**config.mk**
```make
export PLATFORM = sky130hd
export DESIGN_NAME = port_clock_gating
export DESIGN_NICKNAME = d
export VERILOG_FILES = /design/src/port_gate_pkg.sv /design/src/port_clock_gating.sv /design/src/port_gate_select.sv /design/src/port_fault_check.sv
export SDC_FILE = /design/constraint.sdc
export NUM_CORES = 1
export LEC_CHECK = 0
export BUFFER_PORTS_ARGS = -buffer_cell sky130_fd_sc_hd__buf_4
export CAP_MARGIN = 20
export CORE_MARGIN = 4
export CORE_UTILIZATION = 49
export DETAILED_ROUTE_END_ITERATION = 6
export PLACE_DENSITY_LB_ADDON = 0.12
export SLEW_MARGIN = 30
export SYNTH_ARGS = -nofsm -noshare
export SYNTH_HDL_FRONTEND = slang
export SYNTH_SLANG_ARGS = --single-unit
```
**constraint.sdc**
```tcl
create_clock -name CLOCK -period 2.1 [get_ports CLOCK]
set_clock_uncertainty 0.05 [all_clocks]
set_input_delay 0.21 -clock CLOCK [delete_from_list [all_inputs] [get_ports CLOCK]]
set_output_delay 0.21 -clock CLOCK [all_outputs]
set_load 0.01 [all_outputs]
```
**src/port_gate_pkg.sv**
```systemverilog
// constants and types shared by the port clock gating block
package port_gate_pkg;
  localparam int PORT_COUNT = 8;
  localparam logic [11:0] RUN_PORT_CLOCK_GATE_OFF = 12'h108;
  localparam logic [11:0] SLEEP_PORT_CLOCK_GATE_OFF = 12'h118;
  localparam logic [11:0] DEEP_SLEEP_PORT_CLOCK_GATE_OFF = 12'h128;
  localparam logic [11:0] RUN_CLOCK_CONFIGURATION_OFF = 12'h060;
  localparam logic [11:0] IRQ_STATUS_OFF = 12'h200;
  localparam logic [11:0] IRQ_ENABLE_OFF = 12'h204;
  localparam logic [11:0] IRQ_CLEAR_OFF = 12'h208;
  localparam int AUTO_CLOCK_GATING_POS = 27;
  localparam logic [7:0] GATE_RESET = 8'h00;
  localparam int IRQ_BITS = 2;
  localparam int IRQ_FAULT_POS = 0;
  localparam int IRQ_MODE_POS = 1;
  typedef enum logic [1:0] {MODE_RUN, MODE_SLEEP, MODE_DEEP_SLEEP} power_mode_t;
  typedef struct packed {
    logic sel;
    logic write;
    logic [11:0] addr;
  } bus_req_t;
endpackage : port_gate_pkg

```
**src/port_clock_gating.sv**
```systemverilog
// AHB-Lite register block gating the clocks of eight ports
// What this block does
// - one enable bit per port, A at 0
// - set enable bit clocks the port
// - clear enable bit stops the port clock
// - access to gated port gives bus fault
// - all enable bits reset to zero
// - run register governs normal running
// - mode registers used only with auto gating
`timescale 1ns/1ps
module port_clock_gating #(
  parameter int PORTS = port_gate_pkg::PORT_COUNT
) (
  // clock and reset
  input wire logic CLOCK,
  input wire logic RESET_N,
  // ahb-lite slave
  input wire logic HSEL,
  input wire logic [31:0] HADDR,
  input wire logic [1:0] HTRANS,
  input wire logic HWRITE,
  input wire logic [2:0] HSIZE,
  input wire logic [31:0] HWDATA,
  input wire logic HREADY,
  output logic [31:0] HRDATA,
  output logic HREADYOUT,
  output logic HRESP,
  // power mode from the core
  input wire port_gate_pkg::power_mode_t POWER_MODE,
  // port side
  output logic [PORTS-1:0] PORT_CLOCK_ENABLE,
  input wire logic [PORTS-1:0] PORT_ACCESS,
  output logic PORT_BUS_FAULT,
  // interrupt
  output logic IRQ
);
  port_gate_pkg::bus_req_t req;
  port_gate_pkg::bus_req_t next_req;
  logic [PORTS-1:0] run_port_clock_gate;
  logic [PORTS-1:0] next_run;
  logic [PORTS-1:0] sleep_port_clock_gate;
  logic [PORTS-1:0] next_sleep;
  logic [PORTS-1:0] deep_sleep_port_clock_gate;
  logic [PORTS-1:0] next_deep;
  logic auto_clock_gating_select;
  logic next_auto;
  logic [port_gate_pkg::IRQ_BITS-1:0] irq_status;
  logic [port_gate_pkg::IRQ_BITS-1:0] next_irq_status;
  logic [port_gate_pkg::IRQ_BITS-1:0] irq_enable;
  logic [port_gate_pkg::IRQ_BITS-1:0] next_irq_enable;
  logic [31:0] next_rdata;
  logic [31:0] rdata;
  logic [PORTS-1:0] active_gate;
  logic [PORTS-1:0] enable_q;
  logic fault;
  logic fault_q;
  logic mode_change;
  port_gate_pkg::power_mode_t mode_q;
  logic [PORTS-1:0] access_s1;
  logic [PORTS-1:0] access_s2;

  port_gate_select #(.PORTS(PORTS)) port_gate_select_i (
    .run_gate(run_port_clock_gate),
    .sleep_gate(sleep_port_clock_gate),
    .deep_gate(deep_sleep_port_clock_gate),
    .auto_gating(auto_clock_gating_select),
    .mode(POWER_MODE),
    .active_gate(active_gate)
  );

  port_fault_check #(.PORTS(PORTS)) port_fault_check_i (
    .access(access_s2),
    .active_gate(active_gate),
    .fault(fault)
  );

  // address phase capture and register writes
  always_comb begin
    next_req.sel = HSEL && HREADY && HTRANS[1];
    next_req.write = HWRITE;
    next_req.addr = HADDR[11:0];
    next_run = run_port_clock_gate;
    next_sleep = sleep_port_clock_gate;
    next_deep = deep_sleep_port_clock_gate;
    next_auto = auto_clock_gating_select;
    next_irq_enable = irq_enable;
    next_irq_status = irq_status;
    if (req.sel && req.write) begin
      case (req.addr)
        port_gate_pkg::RUN_PORT_CLOCK_GATE_OFF: next_run = HWDATA[PORTS-1:0];
        port_gate_pkg::SLEEP_PORT_CLOCK_GATE_OFF: next_sleep = HWDATA[PORTS-1:0];
        port_gate_pkg::DEEP_SLEEP_PORT_CLOCK_GATE_OFF: next_deep = HWDATA[PORTS-1:0];
        port_gate_pkg::RUN_CLOCK_CONFIGURATION_OFF:
          next_auto = HWDATA[port_gate_pkg::AUTO_CLOCK_GATING_POS];
        port_gate_pkg::IRQ_ENABLE_OFF:
          next_irq_enable = HWDATA[port_gate_pkg::IRQ_BITS-1:0];
        port_gate_pkg::IRQ_CLEAR_OFF:
          next_irq_status = irq_status & ~HWDATA[port_gate_pkg::IRQ_BITS-1:0];
        default: next_irq_status = irq_status;
      endcase
    end
    // set wins over a clear in the same cycle
    if (fault) begin
      next_irq_status[port_gate_pkg::IRQ_FAULT_POS] = 1'b1;
    end
    if (mode_change) begin
      next_irq_status[port_gate_pkg::IRQ_MODE_POS] = 1'b1;
    end
  end

  // read data mux, upper bits zero
  always_comb begin
    next_rdata = 32'h0000_0000;
    if (next_req.sel && !HWRITE) begin
      case (HADDR[11:0])
        port_gate_pkg::RUN_PORT_CLOCK_GATE_OFF: next_rdata[PORTS-1:0] = run_port_clock_gate;
        port_gate_pkg::SLEEP_PORT_CLOCK_GATE_OFF: next_rdata[PORTS-1:0] = sleep_port_clock_gate;
        port_gate_pkg::DEEP_SLEEP_PORT_CLOCK_GATE_OFF:
          next_rdata[PORTS-1:0] = deep_sleep_port_clock_gate;
        port_gate_pkg::RUN_CLOCK_CONFIGURATION_OFF:
          next_rdata[port_gate_pkg::AUTO_CLOCK_GATING_POS] = auto_clock_gating_select;
        port_gate_pkg::IRQ_STATUS_OFF: next_rdata[port_gate_pkg::IRQ_BITS-1:0] = irq_status;
        port_gate_pkg::IRQ_ENABLE_OFF: next_rdata[port_gate_pkg::IRQ_BITS-1:0] = irq_enable;
        default: next_rdata = 32'h0000_0000;
      endcase
    end
  end

  assign mode_change = (POWER_MODE != mode_q);

  always_ff @(posedge CLOCK or negedge RESET_N) begin
    if (!RESET_N) begin
      req <= '0;
      run_port_clock_gate <= port_gate_pkg::GATE_RESET;
      sleep_port_clock_gate <= port_gate_pkg::GATE_RESET;
      deep_sleep_port_clock_gate <= port_gate_pkg::GATE_RESET;
      auto_clock_gating_select <= 1'b0;
      irq_status <= '0;
      irq_enable <= '0;
      rdata <= 32'h0000_0000;
      enable_q <= '0;
      fault_q <= 1'b0;
      mode_q <= port_gate_pkg::MODE_RUN;
      access_s1 <= '0;
      access_s2 <= '0;
    end else begin
      req <= next_req;
      run_port_clock_gate <= next_run;
      sleep_port_clock_gate <= next_sleep;
      deep_sleep_port_clock_gate <= next_deep;
      auto_clock_gating_select <= next_auto;
      irq_status <= next_irq_status;
      irq_enable <= next_irq_enable;
      rdata <= next_rdata;
      enable_q <= active_gate;
      fault_q <= fault;
      mode_q <= POWER_MODE;
      access_s1 <= PORT_ACCESS;
      access_s2 <= access_s1;
    end
  end

  assign HRDATA = rdata;
  assign HREADYOUT = 1'b1;
  assign HRESP = 1'b0;
  assign PORT_CLOCK_ENABLE = enable_q;
  assign PORT_BUS_FAULT = fault_q;
  assign IRQ = |(irq_status & irq_enable);

  a_enable_follow: assert property (@(posedge CLOCK) disable iff (!RESET_N)
    1'b1 |=> PORT_CLOCK_ENABLE == $past(active_gate)) else $error("enable lags");
  a_gated_off: assert property (@(posedge CLOCK) disable iff (!RESET_N)
    (active_gate == '0) |=> PORT_CLOCK_ENABLE == '0) else $error("port still clocked");
  a_fault_raise: assert property (@(posedge CLOCK) disable iff (!RESET_N)
    |(access_s2 & ~active_gate) |=> PORT_BUS_FAULT) else $error("fault missing");
  a_run_in_force: assert property (@(posedge CLOCK) disable iff (!RESET_N)
    !auto_clock_gating_select |-> active_gate == run_port_clock_gate)
    else $error("run set not used");
  a_sleep_use: assert property (@(posedge CLOCK) disable iff (!RESET_N)
    auto_clock_gating_select && POWER_MODE == port_gate_pkg::MODE_SLEEP
    |-> active_gate == sleep_port_clock_gate) else $error("sleep set not used");
  a_deep_use: assert property (@(posedge CLOCK) disable iff (!RESET_N)
    auto_clock_gating_select && POWER_MODE == port_gate_pkg::MODE_DEEP_SLEEP
    |-> active_gate == deep_sleep_port_clock_gate) else $error("deep set not used");
  a_run_mode: assert property (@(posedge CLOCK) disable iff (!RESET_N)
    POWER_MODE == port_gate_pkg::MODE_RUN |-> active_gate == run_port_clock_gate)
    else $error("run mode set wrong");
  a_write_bit0: assert property (@(posedge CLOCK) disable iff (!RESET_N)
    req.sel && req.write && req.addr == port_gate_pkg::RUN_PORT_CLOCK_GATE_OFF
    |=> run_port_clock_gate[0] == $past(HWDATA[0])) else $error("port a bit wrong");
  a_upper_zero: assert property (@(posedge CLOCK) disable iff (!RESET_N)
    ##1 $past(next_req.sel && !HWRITE && HADDR[11:0] == port_gate_pkg::RUN_PORT_CLOCK_GATE_OFF)
    |-> HRDATA[31:8] == 24'h000000) else $error("upper bits not zero");

  // write paths of the mode registers and the auto gating bit
  a_sleep_write: assert property (@(posedge CLOCK) disable iff (!RESET_N)
    req.sel && req.write && req.addr == port_gate_pkg::SLEEP_PORT_CLOCK_GATE_OFF
    |=> sleep_port_clock_gate == $past(HWDATA[PORTS-1:0])) else $error("sleep write lost");
  a_deep_write: assert property (@(posedge CLOCK) disable iff (!RESET_N)
    req.sel && req.write && req.addr == port_gate_pkg::DEEP_SLEEP_PORT_CLOCK_GATE_OFF
    |=> deep_sleep_port_clock_gate == $past(HWDATA[PORTS-1:0])) else $error("deep write lost");
  a_auto_write: assert property (@(posedge CLOCK) disable iff (!RESET_N)
    req.sel && req.write && req.addr == port_gate_pkg::RUN_CLOCK_CONFIGURATION_OFF
    |=> auto_clock_gating_select == $past(HWDATA[port_gate_pkg::AUTO_CLOCK_GATING_POS]))
    else $error("auto gating write lost");
  // run set only moves on a bus write
  a_run_hold: assert property (@(posedge CLOCK) disable iff (!RESET_N)
    !(req.sel && req.write) |=> $stable(run_port_clock_gate)) else $error("run set moved");
  // fault output only follows a real fault
  a_fault_pulse: assert property (@(posedge CLOCK) disable iff (!RESET_N)
    !fault |=> !PORT_BUS_FAULT) else $error("spurious fault");
  // events set status even against a clear
  a_fault_status: assert property (@(posedge CLOCK) disable iff (!RESET_N)
    fault |=> irq_status[port_gate_pkg::IRQ_FAULT_POS]) else $error("fault status lost");
  a_mode_status: assert property (@(posedge CLOCK) disable iff (!RESET_N)
    mode_change |=> irq_status[port_gate_pkg::IRQ_MODE_POS]) else $error("mode status lost");
  // bus answers: no wait states, always okay, idle data zero
  a_ready_high: assert property (@(posedge CLOCK) disable iff (!RESET_N)
    HREADYOUT) else $error("ready low");
  a_resp_okay: assert property (@(posedge CLOCK) disable iff (!RESET_N)
    !HRESP) else $error("response not okay");
  a_rdata_idle: assert property (@(posedge CLOCK) disable iff (!RESET_N)
    ##1 !$past(next_req.sel) |-> HRDATA == 32'h0000_0000) else $error("idle read data");
endmodule : port_clock_gating

```
**src/port_gate_select.sv**
```systemverilog
// picks the enable set in force for the current power mode
`timescale 1ns/1ps
module port_gate_select #(
  parameter int PORTS = 8
) (
  input wire logic [PORTS-1:0] run_gate,
  input wire logic [PORTS-1:0] sleep_gate,
  input wire logic [PORTS-1:0] deep_gate,
  input wire logic auto_gating,
  input wire port_gate_pkg::power_mode_t mode,
  output logic [PORTS-1:0] active_gate
);
  always_comb begin
    active_gate = run_gate;
    if (auto_gating) begin
      case (mode)
        port_gate_pkg::MODE_SLEEP: active_gate = sleep_gate;
        port_gate_pkg::MODE_DEEP_SLEEP: active_gate = deep_gate;
        default: active_gate = run_gate;
      endcase
    end
  end
endmodule : port_gate_select

```
**src/port_fault_check.sv**
```systemverilog
// flags a port access whose clock is currently off
`timescale 1ns/1ps
module port_fault_check #(
  parameter int PORTS = 8
) (
  input wire logic [PORTS-1:0] access,
  input wire logic [PORTS-1:0] active_gate,
  output logic fault
);
  always_comb begin
    fault = |(access & ~active_gate);
  end
endmodule : port_fault_check

```
==> Word-level counts from Yosys, hierarchy flattened <==
Cells that the tools add are included.
{ "totals": {"regBits": 102, "input_bits": 84, "output_inout_bits": 44, "word_cells": 64} }
{ "op_classes": {"n_eq_ne": 15, "muxes": 10, "bitwise": 5, "n_reduce_logical": 18} }
{ "ops": {"columns": ["op", "n"], "rows": [
  ["$eq 12x9->1 const B", 6],
  ["$eq 12x10->1 const B", 4],
  ["$mux 28", 1],
  ["$eq 12x7->1 const B", 2],
  ["$pmux 6 s3", 1],
  ["$pmux 8 s2", 1],
  ["$reduce_and 2->1", 7],
  ["$pmux 2 s5", 1],
  ["$and 8x8->8", 1],
  ["$mux 8", 1],
  ["$not 8->8", 1],
  ["$reduce_bool 2->1", 4],
  ["$reduce_or 8->1", 1],
  ["$and 2x2->2", 2],
  ["$logic_and 1x1->1", 4],
  ["$mux 2", 2],
  ["$mux 1", 3],
  ["$eq 2x1->1 const B", 1],
  ["$eq 2x2->1 const B", 1],
  ["$ne 2x2->1", 1],
  ["$not 2->2", 1],
  ["$reduce_or 2->1", 1],
  ["$logic_not 1->1", 1]
]} }

==> Longest topological paths before layout <==
Gate-level depths: netlist (run 1).
{ "depth": {"ltp_word": 8, "ltp_mapped": 7, "ltp_nobuf": 6} }

==> Hierarchy <==
A second synthesis (run 1) with hierarchy kept.
{ "hier_totals": {"hier_cells": 256, "area_unflattened_um2": 3364.5} }
{ "by_module_without_submodules": {"columns": ["mod", "instances", "cells_per_inst", "area_per_inst_um2", "seq_area_each_um2"], "rows": [
  ["port_clock_gating", 1, 219, 3039.2, 1976.9],
  ["port_gate_select", 1, 24, 262.8, 0.0],
  ["port_fault_check", 1, 13, 62.6, 0.0]
]} }

==> Worst setup path after synthesis (run 1) <==
No wires, ideal clock.
{ "synth_timing": {"kind": "register to register", "from": "register req[1] (netlist name)", "to": "register sleep_port_clock_gate[0]", "setup_time_ps": 125, "t_arrival_ps": 1363, "required_ps": 1925, "slack_ps": 562, "stages_incl_launch_ff": 6, "path_buffers": 1, "period_less_slack_ps": 1538, "path_cell_list": "dfrtp_1 -> nor4b_2 -> and3_2 -> buf_6 -> nand3b_4 -> mux2_2"} }
{ "synth_between": {"elab_chain_len": 2} }
{ "synth_lines": {"columns": ["item", "line_no", "rtl"], "rows": [
  ["start, declared", "port_clock_gating.sv:37", "port_gate_pkg::bus_req_t req;"],
  ["start signal, assigned", "port_clock_gating.sv:147", "req <= next_req;"],
  ["$eq 12x9->1", "port_clock_gating.sv:89", "case (req.addr)"],
  ["$reduce_and 2->1 (no source line)", null, null],
  ["end signal, assigned", "port_clock_gating.sv:135", "sleep_port_clock_gate <= port_gate_pkg::GATE_RESET;"],
  ["end signal, assigned", "port_clock_gating.sv:149", "sleep_port_clock_gate <= next_sleep;"],
  ["end, declared", "port_clock_gating.sv:41", "logic [PORTS-1:0] sleep_port_clock_gate;"]
]} }
Every way passes these cells.
A chain may end at the register's enable or synchronous reset.

==> Worst setup path after layout (run 1) <==
{ "layout_timing": {"from": "input port POWER_MODE[1]", "to": "register irq_status[0] (netlist name)"} }
{ "layout_between": {"elab_chain_len": 8, "word_cells_on_any_way": 11, "classes_between": "2 x eq/ne; 3 x mux; 2 x bitwise; 4 x reduce/logical"} }
{ "layout_lines": {"columns": ["item", "line_no", "rtl"], "rows": [
  ["start, declared", "port_clock_gating.sv:29", "input wire port_gate_pkg::power_mode_t POWER_MODE,"],
  ["$eq 2x2->1 or $eq 2x1->1 (tied branches)", "port_gate_select.sv:16", "case (mode)"],
  ["$pmux 8 s2 *", "port_gate_select.sv:16", null],
  ["$mux 8 *", "port_gate_select.sv:15", "if (auto_gating) begin"],
  ["$not 8->8 *", "port_fault_check.sv:11", "fault = |(access & ~active_gate);"],
  ["$and 8x8->8 *", "port_fault_check.sv:11", null],
  ["$reduce_or 8->1 *", "port_fault_check.sv:11", null],
  ["$reduce_bool 2->1 (no source line)", null, null],
  ["$reduce_and 2->1 (no source line)", null, null],
  ["end signal, assigned", "port_clock_gating.sv:152", "irq_status <= next_irq_status;"],
  ["end, declared", "port_clock_gating.sv:47", "logic [port_gate_pkg::IRQ_BITS-1:0] irq_status;"]
]} }
Every way passes the cells marked *; elsewhere a longest branch is shown, timed or not.

==> flow_summary.yaml, run 1 <==
outcome:
  status: "finished clean"
placement:
  dp_hpwl_mm: 4.97
  numPortBuffers: 55
  dpl_cell_area_um2: 3750
  placed_cells: 387
  place_ws_ps: 319
  place_congestion: 0.820
synth:
  ys_types: 45
  synthCells: 264
  ys.warnings.count: 0
  syn-cell-area_um2: 3360
  avgSynthCellArea_um2: 12.7
  synth_edf_count: 0
  yosys_most_used_dff: "dfrtp_1"
  synth_seq_cells: 79
  ys_seq_area_share_pct: 58.8
  synthArstFlopShare_pct: 100
power:
  p_total_mw: 3.29
  powerDensity_nw_per_um2: 776
  max-vdd-ir-drop_uv: 510
  p_leak_nw: 1.97
timing:
  slew_headroom_pct: 60.9
  fin_crit_sh_pct: 91.9
  timing.fmax_mhz: 518
  slew_violations: 0
  hold_viol_final: 0
  fin_setup_tns_ps: 0
  postLayoutSetupSlackWorst_ps: 169
  rsz0062_at_grt: "no"
  hold_slack_ps: 53.9
  tightest_slew_ps: 587
  period_minus_slack_ps: 1930
  setup_viol: 0
global_routing:
  grt_pass1_vias: 2309
  grt_antenna_before_repair: 0
  overflow: 0
  grt_pass1_wl_mm: 11.7
  grt_start_max_net_pins: 44
  grtUsageTotal_pct: 18.3
worst_setup_path:
  worstRegToRegCells: 4
  worst_ep_required_time_ps: 2240
  critical_path_class: "in2reg"
  cp_max_fo: 8
  end_kind: "register"
  worst_setup_path_start_kind: "input pin"
  worstReg2RegStart: "req[8]"
  reg2reg_slack_ps: 330
  regToRegEndpoint: "irq_enable[0]"
  arrival_ps: 2070
finish:
  area_growth_pct: 26.0
  diodes: 0
  fin_cells: 427
  most-common-layout-cells: "79 x dfrtp_1, 55 x buf_4, 29 x mux2_2"
  fillers: 512
  fin_area_um2: 4240
  fin_nets: 431
  final_common_cell: "dfrtp_1"
  postLayoutCoreUtil_pct: 65.2
  layout-drive-gt1-share_pct: 31.4
routing:
  dr.pass1.iters: 4
  viasPerCell: 5.38
  ant_nets: 0
  wire_per_inst_um: 16.3
  drtIter0Drc: 135
  vias: 2296
  drc: 0
  wl_mm: 6.98
cts:
  insertion_delay_ps: 340
  cts.path.max_buffers: 2
  cts_tree: "done"
  clk_pin_slew_ps: 70
  cts_root_buffer: "clkbuf_8"
  cts_buffers: 9
  h-tree-depth: 3
  cts.sinks: 79
floorplanning:
  die_x_um: 90.8
  boundaryPins: 128
  initial_utilization_pct: 51.8
  core_um2: 6490
  row_count: 29
  die_area_um2: 8250
  dieHeight_um: 90.8
min_path:
  hp-class: "in2reg"
  hp-start: "HREADY"
  hold_end: "req[13]"
  hold_path_depth: 3
run:
  maxCapViolations: 0
flip-flops by register name, indices dropped and copies added, names as in the netlist:
register	flops
HRDATA	9
PORT_BUS_FAULT	1
PORT_CLOCK_ENABLE	8
access_s1	8
access_s2	8
auto_clock_gating_select	1
deep_sleep_port_clock_gate	8
irq_enable	2
irq_status	2
mode_q	2
req	14
run_port_clock_gate	8
sleep_port_clock_gate	8
layout make-up:
| type | instances | area, µm² | share of cell area [%] |
|---|---|---|---|
| Clock buffer | 10 | 138 | 3.25 |
| Clock inverter | 6 | 108 | 2.54 |
| Inverter | 13 | 48.8 | 1.15 |
| Multi-Input combinational cell | 162 | 1200 | 28.2 |
| Sequential cell | 79 | 1980 | 46.7 |
| Tap cell | 77 | 96.3 | 2.27 |
| Timing Repair Buffer | 80 | 673 | 15.9 |
synth_stat cells (2+ instances only):
cell | instances | area [µm²]
o22ai_1 | 4 | 25.0
mux2i_1 | 3 | 30.0
nand3b_4 | 2 | 40.0
nor4_1 | 3 | 18.8
nor4b_1 | 3 | 26.3
nand2_1 | 15 | 56.3
a22oi_1 | 17 | 128
clkbuf_1 | 3 | 11.3
buf_2 | 3 | 15.0
xnor2_1 | 2 | 17.5
dfrtp_1 | 79 | 1980
ha_1 | 2 | 25.0
inv_1 | 13 | 48.8
o21ai_0 | 10 | 50.1
mux2_2 | 29 | 327
nor2_1 | 6 | 22.5
a21oi_1 | 5 | 25.0
nand3_1 | 4 | 20.0
a32o_1 | 2 | 20.0
nor3_1 | 3 | 15.0
buf_4 | 25 | 188
and4_1 | 4 | 35.0
nand4_1 | 3 | 18.8
conb_1 | 2 | 7.51
o21a_1 | 2 | 15.0
how the worst max path moves through the flow:
stage                   from                       end  slack (ps)
6_report       POWER_MODE[1]             irq_status[0]         170
5_1_grt        POWER_MODE[1]             irq_status[0]          40
4_1_cts        POWER_MODE[0]             irq_status[0]         130
3_5_place_dp   POWER_MODE[0]            PORT_BUS_FAULT         320
3_3_place_gp   POWER_MODE[0]            PORT_BUS_FAULT         330
2_1_floorplan         req[1]  sleep_port_clock_gate[0]         560
power by group:
part           total (mW)  switching (mW)  leakage [nW]  internal [mW]
Combinational       0.312           0.155         0.909          0.157
Clock                1.34           0.518         0.122          0.817
Sequential           1.64          0.0469         0.939           1.59
Total                3.29           0.720          1.97           2.57
cell families (layout without fill, tap and decap cells):
group | count (synthesis) | after routing | share of synthesized area, %
flip-flops | 79 | 79 | 58.8
AND/OR/NAND/NOR | 55 | 55 | 11.5
AO/OA/AOI/OAI | 46 | 46 | 9.30
buffers and inverters | 46 | 109 | 8.26
multiplexers | 32 | 32 | 10.6
adder cells (fa/ha/maj) | 2 | 2 | 0.744
other | 2 | 25 | 0.223
XOR/XNOR | 2 | 2 | 0.521
critical path, stage by stage:
cell and delay (ps):
dlygate4sd3_1 530, buf_4 150, inv_1 50, ha_1 380
a22oi_1 180, a22oi_1 220, and4_1 260, o211ai_1 100
layer usage:
| metal | share of wire (%) | GRT usage, % | vias up |
|---|---|---|---|
| met5 | 0 | 0 | - |
| met2 | 47 | 27.6 | 86 |
| met4 | 2.3 | 8.67 | 0 |
| li1 | - | - | 1058 |
| met3 | 6.0 | 4.58 | 12 |
| met1 | 45 | 24.7 | 1140 |
repair_timing:
action                                  in CTS  in global routing
buffers inserted                             0                  0
hold buffers                                24                  0
hold endpoints to repair                    59                  0
endpoints found under the setup margin       0                  2
resized for setup                            0                  1
Note: power is estimated with default switching activity, not from simulation.
==> run 2: changes to the inputs <==
--- a/config.mk
+++ b/config.mk
@@ -10,7 +10,7 @@
 export CORE_MARGIN = 4
 export CORE_UTILIZATION = 49
 export DETAILED_ROUTE_END_ITERATION = 6
-export PLACE_DENSITY_LB_ADDON = 0.12
+export PLACE_DENSITY = 0.8
 export SLEW_MARGIN = 30
 export SYNTH_ARGS = -nofsm -noshare
 export SYNTH_HDL_FRONTEND = slang
==> flow_summary.yaml, run 2 (synthesis results as in run 1) <==
outcome:
  status: "finished clean"
finish:
  top_register: "req"
  fillers: 485
  final_common_cell: "dfrtp_1"
  seq_area_um2: 1980
  fin_cells: 428
  area_growth_pct: 24.4
  layout-drive-gt1-share_pct: 31.1
  fin_nets: 431
  multi_input_area_um2: 1190
  postLayoutCoreUtil_pct: 64.4
  largest_reg_flops: 14
  most-common-layout-cells: "79 x dfrtp_1, 55 x buf_4, 29 x mux2_2"
worst_setup_path:
  slowest_stage: "dlygate4sd3_1"
  regToRegEndpoint: "irq_enable[0]"
  worstReg2RegStart: "req[11]"
  cp_max_fo: 8
  reg2reg_slack_ps: 380
  crit_top_cell: "a22oi_1"
  worstRegToRegCells: 4
  worst_setup_path_start_kind: "input pin"
  worst_ep_required_time_ps: 2240
  critical_path_class: "in2reg"
  end_kind: "register"
  path_cells: "dlygate4sd3_1, buf_4, inv_1, ha_1, a22oi_1, a22oi_1, and4_1, mux2i_1"
  path_buf_inv: 3
  path_delay_family: "buffers and inverters"
  arrival_ps: 2120
  max_stage_delay_ps: 530
  worst-path-stages: 8
min_path:
  hp-class: "in2reg"
  hold_end: "auto_clock_gating_select"
  hp-start: "HWDATA[27]"
  hold_path_depth: 2
cts:
  post_cts_resized: 0
  cts_root_buffer: "clkbuf_8"
  insertion_delay_ps: 340
  h-tree-depth: 3
  cts.sinks: 79
  clk_pin_slew_ps: 80
  cts_buffers: 9
  cts_tree: "done"
  cts.path.max_buffers: 2
routing:
  ant_nets: 0
  drtIter0Drc: 147
  vias: 2300
  wl_mm: 7.05
  drc: 0
  viasPerCell: 5.37
  wire_per_inst_um: 16.5
  dr.pass1.iters: 4
floorplanning:
  row_count: 29
  die_area_um2: 8250
  dieHeight_um: 90.8
  boundaryPins: 128
  die_x_um: 90.8
  initial_utilization_pct: 51.8
  core_um2: 6490
placement:
  place_ws_ps: 381
  placed_cells: 387
  dp_hpwl_mm: 4.87
  numPortBuffers: 55
  place_congestion: 0.791
power:
  clockPowerShare_pct: 35.3
  seq_power_share_pct: 54.4
  powerDensity_nw_per_um2: 720
  p_total_mw: 3.01
  max-vdd-ir-drop_uv: 585
  combPwrFrac_pct: 10.3
  swShare_pct: 26.0
  intPower_mw: 2.23
  p_leak_nw: 1.94
  switching_power_mw: 0.783
global_routing:
  overflow: 0
  grtUsageTotal_pct: 18.1
  grt_antenna_before_repair: 1
  grt_pass1_vias: 2360
  grt_start_max_net_pins: 42
  grt_pass1_wl_mm: 11.6
timing:
  slew_violations: 0
  slew_headroom_pct: 57.7
  setup_viol: 0
  timing.fmax_mhz: 507
  fin_setup_tns_ps: 0
  fin_crit_sh_pct: 93.9
  rsz0062_at_grt: "no"
  tightest_slew_ps: 634
  postLayoutSetupSlackWorst_ps: 129
  hold_viol_final: 0
  period_minus_slack_ps: 1970
run:
  maxCapViolations: 0
==> run 2: cell types whose count changed in the layout (fill, tap and decap cells not counted), sizes merged <==
cell,before,now
clkinv,2,1
inv,13,16
bufinv,3,0
clkinvlp,1,2
diode,0,1
==> run 2: layer usage <==
layer  GRT usage (%)  share of wire, %
met5               0                 0
met4            9.80               2.8
met3            4.00               6.5
met2            28.5                49
met1            23.2                42
==> run 2: power groups by stage <==
stage                     clock network (mW)  registers (mW)  logic [mW]
after global routing                    1.15            1.65       0.342
after CTS                               1.08            1.64       0.310
final                                   1.06            1.64       0.310
after floorplan                            0            1.66       0.150
after detailed placement                   0            1.67       0.274
after global placement                     0            1.67       0.269
==> run 2: cell type report <==
cell class              count  area share (%)
diodes                      1          0.0598
inverters                  13            1.17
repair buffers             80            16.1
multi-input cells         162            28.5
flip-flops and latches     79            47.3
clock buffers              10            3.29
clock inverters             6            1.26
well taps                  77            2.30
==> run 2: worst max-delay path by stage <==
stage                               end  slack [ps]     startpoint
5_1_grt                  PORT_BUS_FAULT          80  POWER_MODE[0]
4_1_cts                  PORT_BUS_FAULT         190  POWER_MODE[0]
3_5_place_dp              irq_status[0]         380  POWER_MODE[0]
2_1_floorplan  sleep_port_clock_gate[0]         560         req[1]
6_report                 PORT_BUS_FAULT         130  POWER_MODE[0]
3_3_place_gp             PORT_BUS_FAULT         410  POWER_MODE[0]
==> run 2: stage by stage <==
step           instance area [µm²]  hold slack, ps
2_1_floorplan                 3450            -136
3_3_place_gp                  3750             161
3_5_place_dp                  3750             170
4_1_cts                       4180            46.6
5_1_grt                       4180            51.0
6_report                      4180            58.1
==> run 2: timing repair <==
| item | in CTS | in global routing |
|---|---|---|
| hold buffers | 24 | 0 |
| buffers inserted | 0 | 0 |
| endpoints found under the setup margin | 0 | 0 |
| hold endpoints to repair | 63 | 0 |
==> run 3: changes to the inputs <==
--- a/config.mk
+++ b/config.mk
@@ -5,12 +5,13 @@
 export SDC_FILE = /design/constraint.sdc
 export NUM_CORES = 1
 export LEC_CHECK = 0
+export ABC_AREA = 1
 export BUFFER_PORTS_ARGS = -buffer_cell sky130_fd_sc_hd__buf_4
 export CAP_MARGIN = 20
 export CORE_MARGIN = 4
 export CORE_UTILIZATION = 49
 export DETAILED_ROUTE_END_ITERATION = 6
-export PLACE_DENSITY = 0.8
+export PLACE_DENSITY = 0.79
 export SLEW_MARGIN = 30
 export SYNTH_ARGS = -nofsm -noshare
 export SYNTH_HDL_FRONTEND = slang
==> flow_summary.yaml, run 3 <==
finish:
  fin_nets: 554
  top_register: "req"
  fin_cells: 569
  fillers: 545
  final_common_cell: "nand2_1"
  postLayoutCoreUtil_pct: 63.8
  most-common-layout-cells: "93 x nand2_1, 79 x dfrtp_1, 59 x buf_4"
  diodes: 0
  fin_area_um2: 4380
  layout-drive-gt1-share_pct: 21.1
  area_growth_pct: 25.6
  largest_reg_flops: 14
min_path:
  hp-class: "in2reg"
worst_setup_path:
  critical_path_class: "in2reg"
  worst_ep_required_time_ps: 2280
  cp_max_fo: 16
  end_kind: "register"
  worst_setup_path_start_kind: "input pin"
  arrival_ps: 2170
routing:
  dr.pass1.iters: 4
  vias: 2742
  drc: 0
  viasPerCell: 4.82
  wire_per_inst_um: 13.1
  drtIter0Drc: 191
  ant_nets: 0
  wl_mm: 7.43
timing:
  fin_setup_tns_ps: 0
  setup_viol: 0
  timing.fmax_mhz: 502
  slew_headroom_pct: 59.9
  rsz0062_at_grt: "no"
  hold_viol_final: 0
  tightest_slew_ps: 602
  fin_crit_sh_pct: 94.8
  hold_slack_ps: 48.6
  period_minus_slack_ps: 1990
  slew_violations: 0
synth:
  synthTopCellsByCount: "93 x nand2_1, 79 x dfrtp_1, 41 x inv_1, 41 x nand3_1, 31 x nor2_1"
  ys_types: 28
  synthCells: 381
  syn-cell-area_um2: 3490
  yosys_most_used_dff: "dfrtp_1"
  synthTopCellsByArea: "dfrtp_1 57%, nand2_1 10%, nand3_1 5.9%"
  ys_seq_area_share_pct: 56.7
  synth_most_common_cell: "nand2_1"
  avgSynthCellArea_um2: 9.15
  synth_seq_cells: 79
  ys.warnings.count: 0
  synth_largest_area_cell: "dfrtp_1"
  yosysTopAreaCellShare_pct: 56.7
  synth_edf_count: 0
  synthArstFlopShare_pct: 100
global_routing:
  grtUsageMet2_pct: 32.8
  grt_start_max_net_pins: 49
  met1_usage_pct: 22.9
  overflow: 0
  grtUsageTotal_pct: 19.2
  busiest_layer: "met2"
  grt_antenna_before_repair: 0
  grt_pass1_wl_mm: 12.8
  grtUsageMet3_pct: 5.85
  grt_pass1_vias: 2829
placement:
  placed_cells: 529
  numPortBuffers: 55
  place_congestion: 0.862
  dp_hpwl_mm: 5.28
  dpl_cell_area_um2: 3940
run:
  maxCapViolations: 0
cts:
  clk_pin_slew_ps: 80
  cts_tree: "done"
  post_cts_buffers: 0
  cts.path.max_buffers: 2
  cts_root_buffer: "clkbuf_8"
  h-tree-depth: 3
  insertion_delay_ps: 350
  cts_buffers: 9
  post_cts_resized: 0
  cts.sinks: 79
floorplanning:
  core_um2: 6870
  boundaryPins: 128
  dieHeight_um: 92.4
  die_x_um: 92.4
  initial_utilization_pct: 50.8
  row_count: 30
  die_area_um2: 8530
power:
  powerDensity_nw_per_um2: 670
  max-vdd-ir-drop_uv: 345
  p_leak_nw: 2.18
outcome:
  status: "finished clean"
## run 3: cell count changes after synthesis, moves of 3 or more
cell,before,now
a22oi_1,17,0
nor4b_1,3,0
o22ai_1,4,0
o21ai_2,0,16
inv_1,13,41
mux2_2,29,0
nand3_1,4,41
o21ai_0,10,22
mux2i_1,3,0
nor2_1,6,31
nand2_1,15,93
a21oi_1,5,0
and4_1,4,0
## run 3: per-layer routing
metal,up-vias,share of wire [%]
met4,0,1.7
met3,10,7.2
met1,1293,40
met2,106,51
met5,-,0
li1,1333,-
## run 3: logic make-up (layout without fill, tap and decap cells)
family	after synthesis	after routing	share of synthesized area, %
flip-flops	79	79	56.7
XOR/XNOR	2	2	0.502
AO/OA/AOI/OAI	39	39	7.43
other	2	25	0.215
AND/OR/NAND/NOR	184	184	23.2
buffers and inverters	73	142	11.3
adder cells (fa/ha/maj)	2	2	0.718
## run 3: through the flow
step / power (mW) / setup slack [ps]
detailed placement: 1.79 / 306
floorplan: 1.71 / 623
global route: 3.07 / 8.18
CTS: 2.96 / 128
global placement: 1.78 / 363
finish: 2.94 / 109
## run 3: where the power goes
part           leakage [nW]  switching [mW]  internal (mW)  total, mW
registers             0.848          0.0172           1.55       1.57
logic                  1.23           0.126         0.0976      0.224
clock network         0.105           0.578          0.563       1.14
total                  2.18           0.721           2.22       2.94
## run 3: cell type report
type | instances | area [µm²] | area share (%)
Sequential cell | 79 | 1980 | 45.1
Multi-Input combinational cell | 252 | 1200 | 27.5
Timing Repair Buffer | 85 | 723 | 16.5
Inverter | 41 | 154 | 3.51
Clock buffer | 9 | 124 | 2.83
Tap cell | 96 | 120 | 2.74
Clock inverter | 7 | 78.8 | 1.80
## run 3: worst paths after layout
| check | startpoint | cells after the start | end | slack, ps |
|---|---|---|---|---|
| worst max-delay path | POWER_MODE[0] | 11 | irq_status[0] | 110 |
| worst min-delay path | HREADY | 3 | req[13] | 50 |
| worst max register to register | req[1] | 6 | sleep_port_clock_gate[2] | 390 |
| worst min register to register | access_s1[4] | 0 | access_s2[4] | 300 |
| max in group asynchronous | RESET_N | 3 | irq_status[0] | 1060 |
| min in group asynchronous | RESET_N | 2 | sleep_port_clock_gate[3] | 380 |
## run 3: critical path, stage by stage
cell	delay, ps
dlygate4sd3_1	530
buf_4	130
inv_1	40
ha_1	300
nor2_2	160
buf_12	160
o21ai_0	160
nand2_1	100
nand2_1	50
nor2_1	220
nand3_1	100
## run 3: repair_timing
item,4_1_cts,5_1_grt
endpoints found under the setup margin,0,0
hold buffers,24,0
endpoints found under the hold margin,70,0
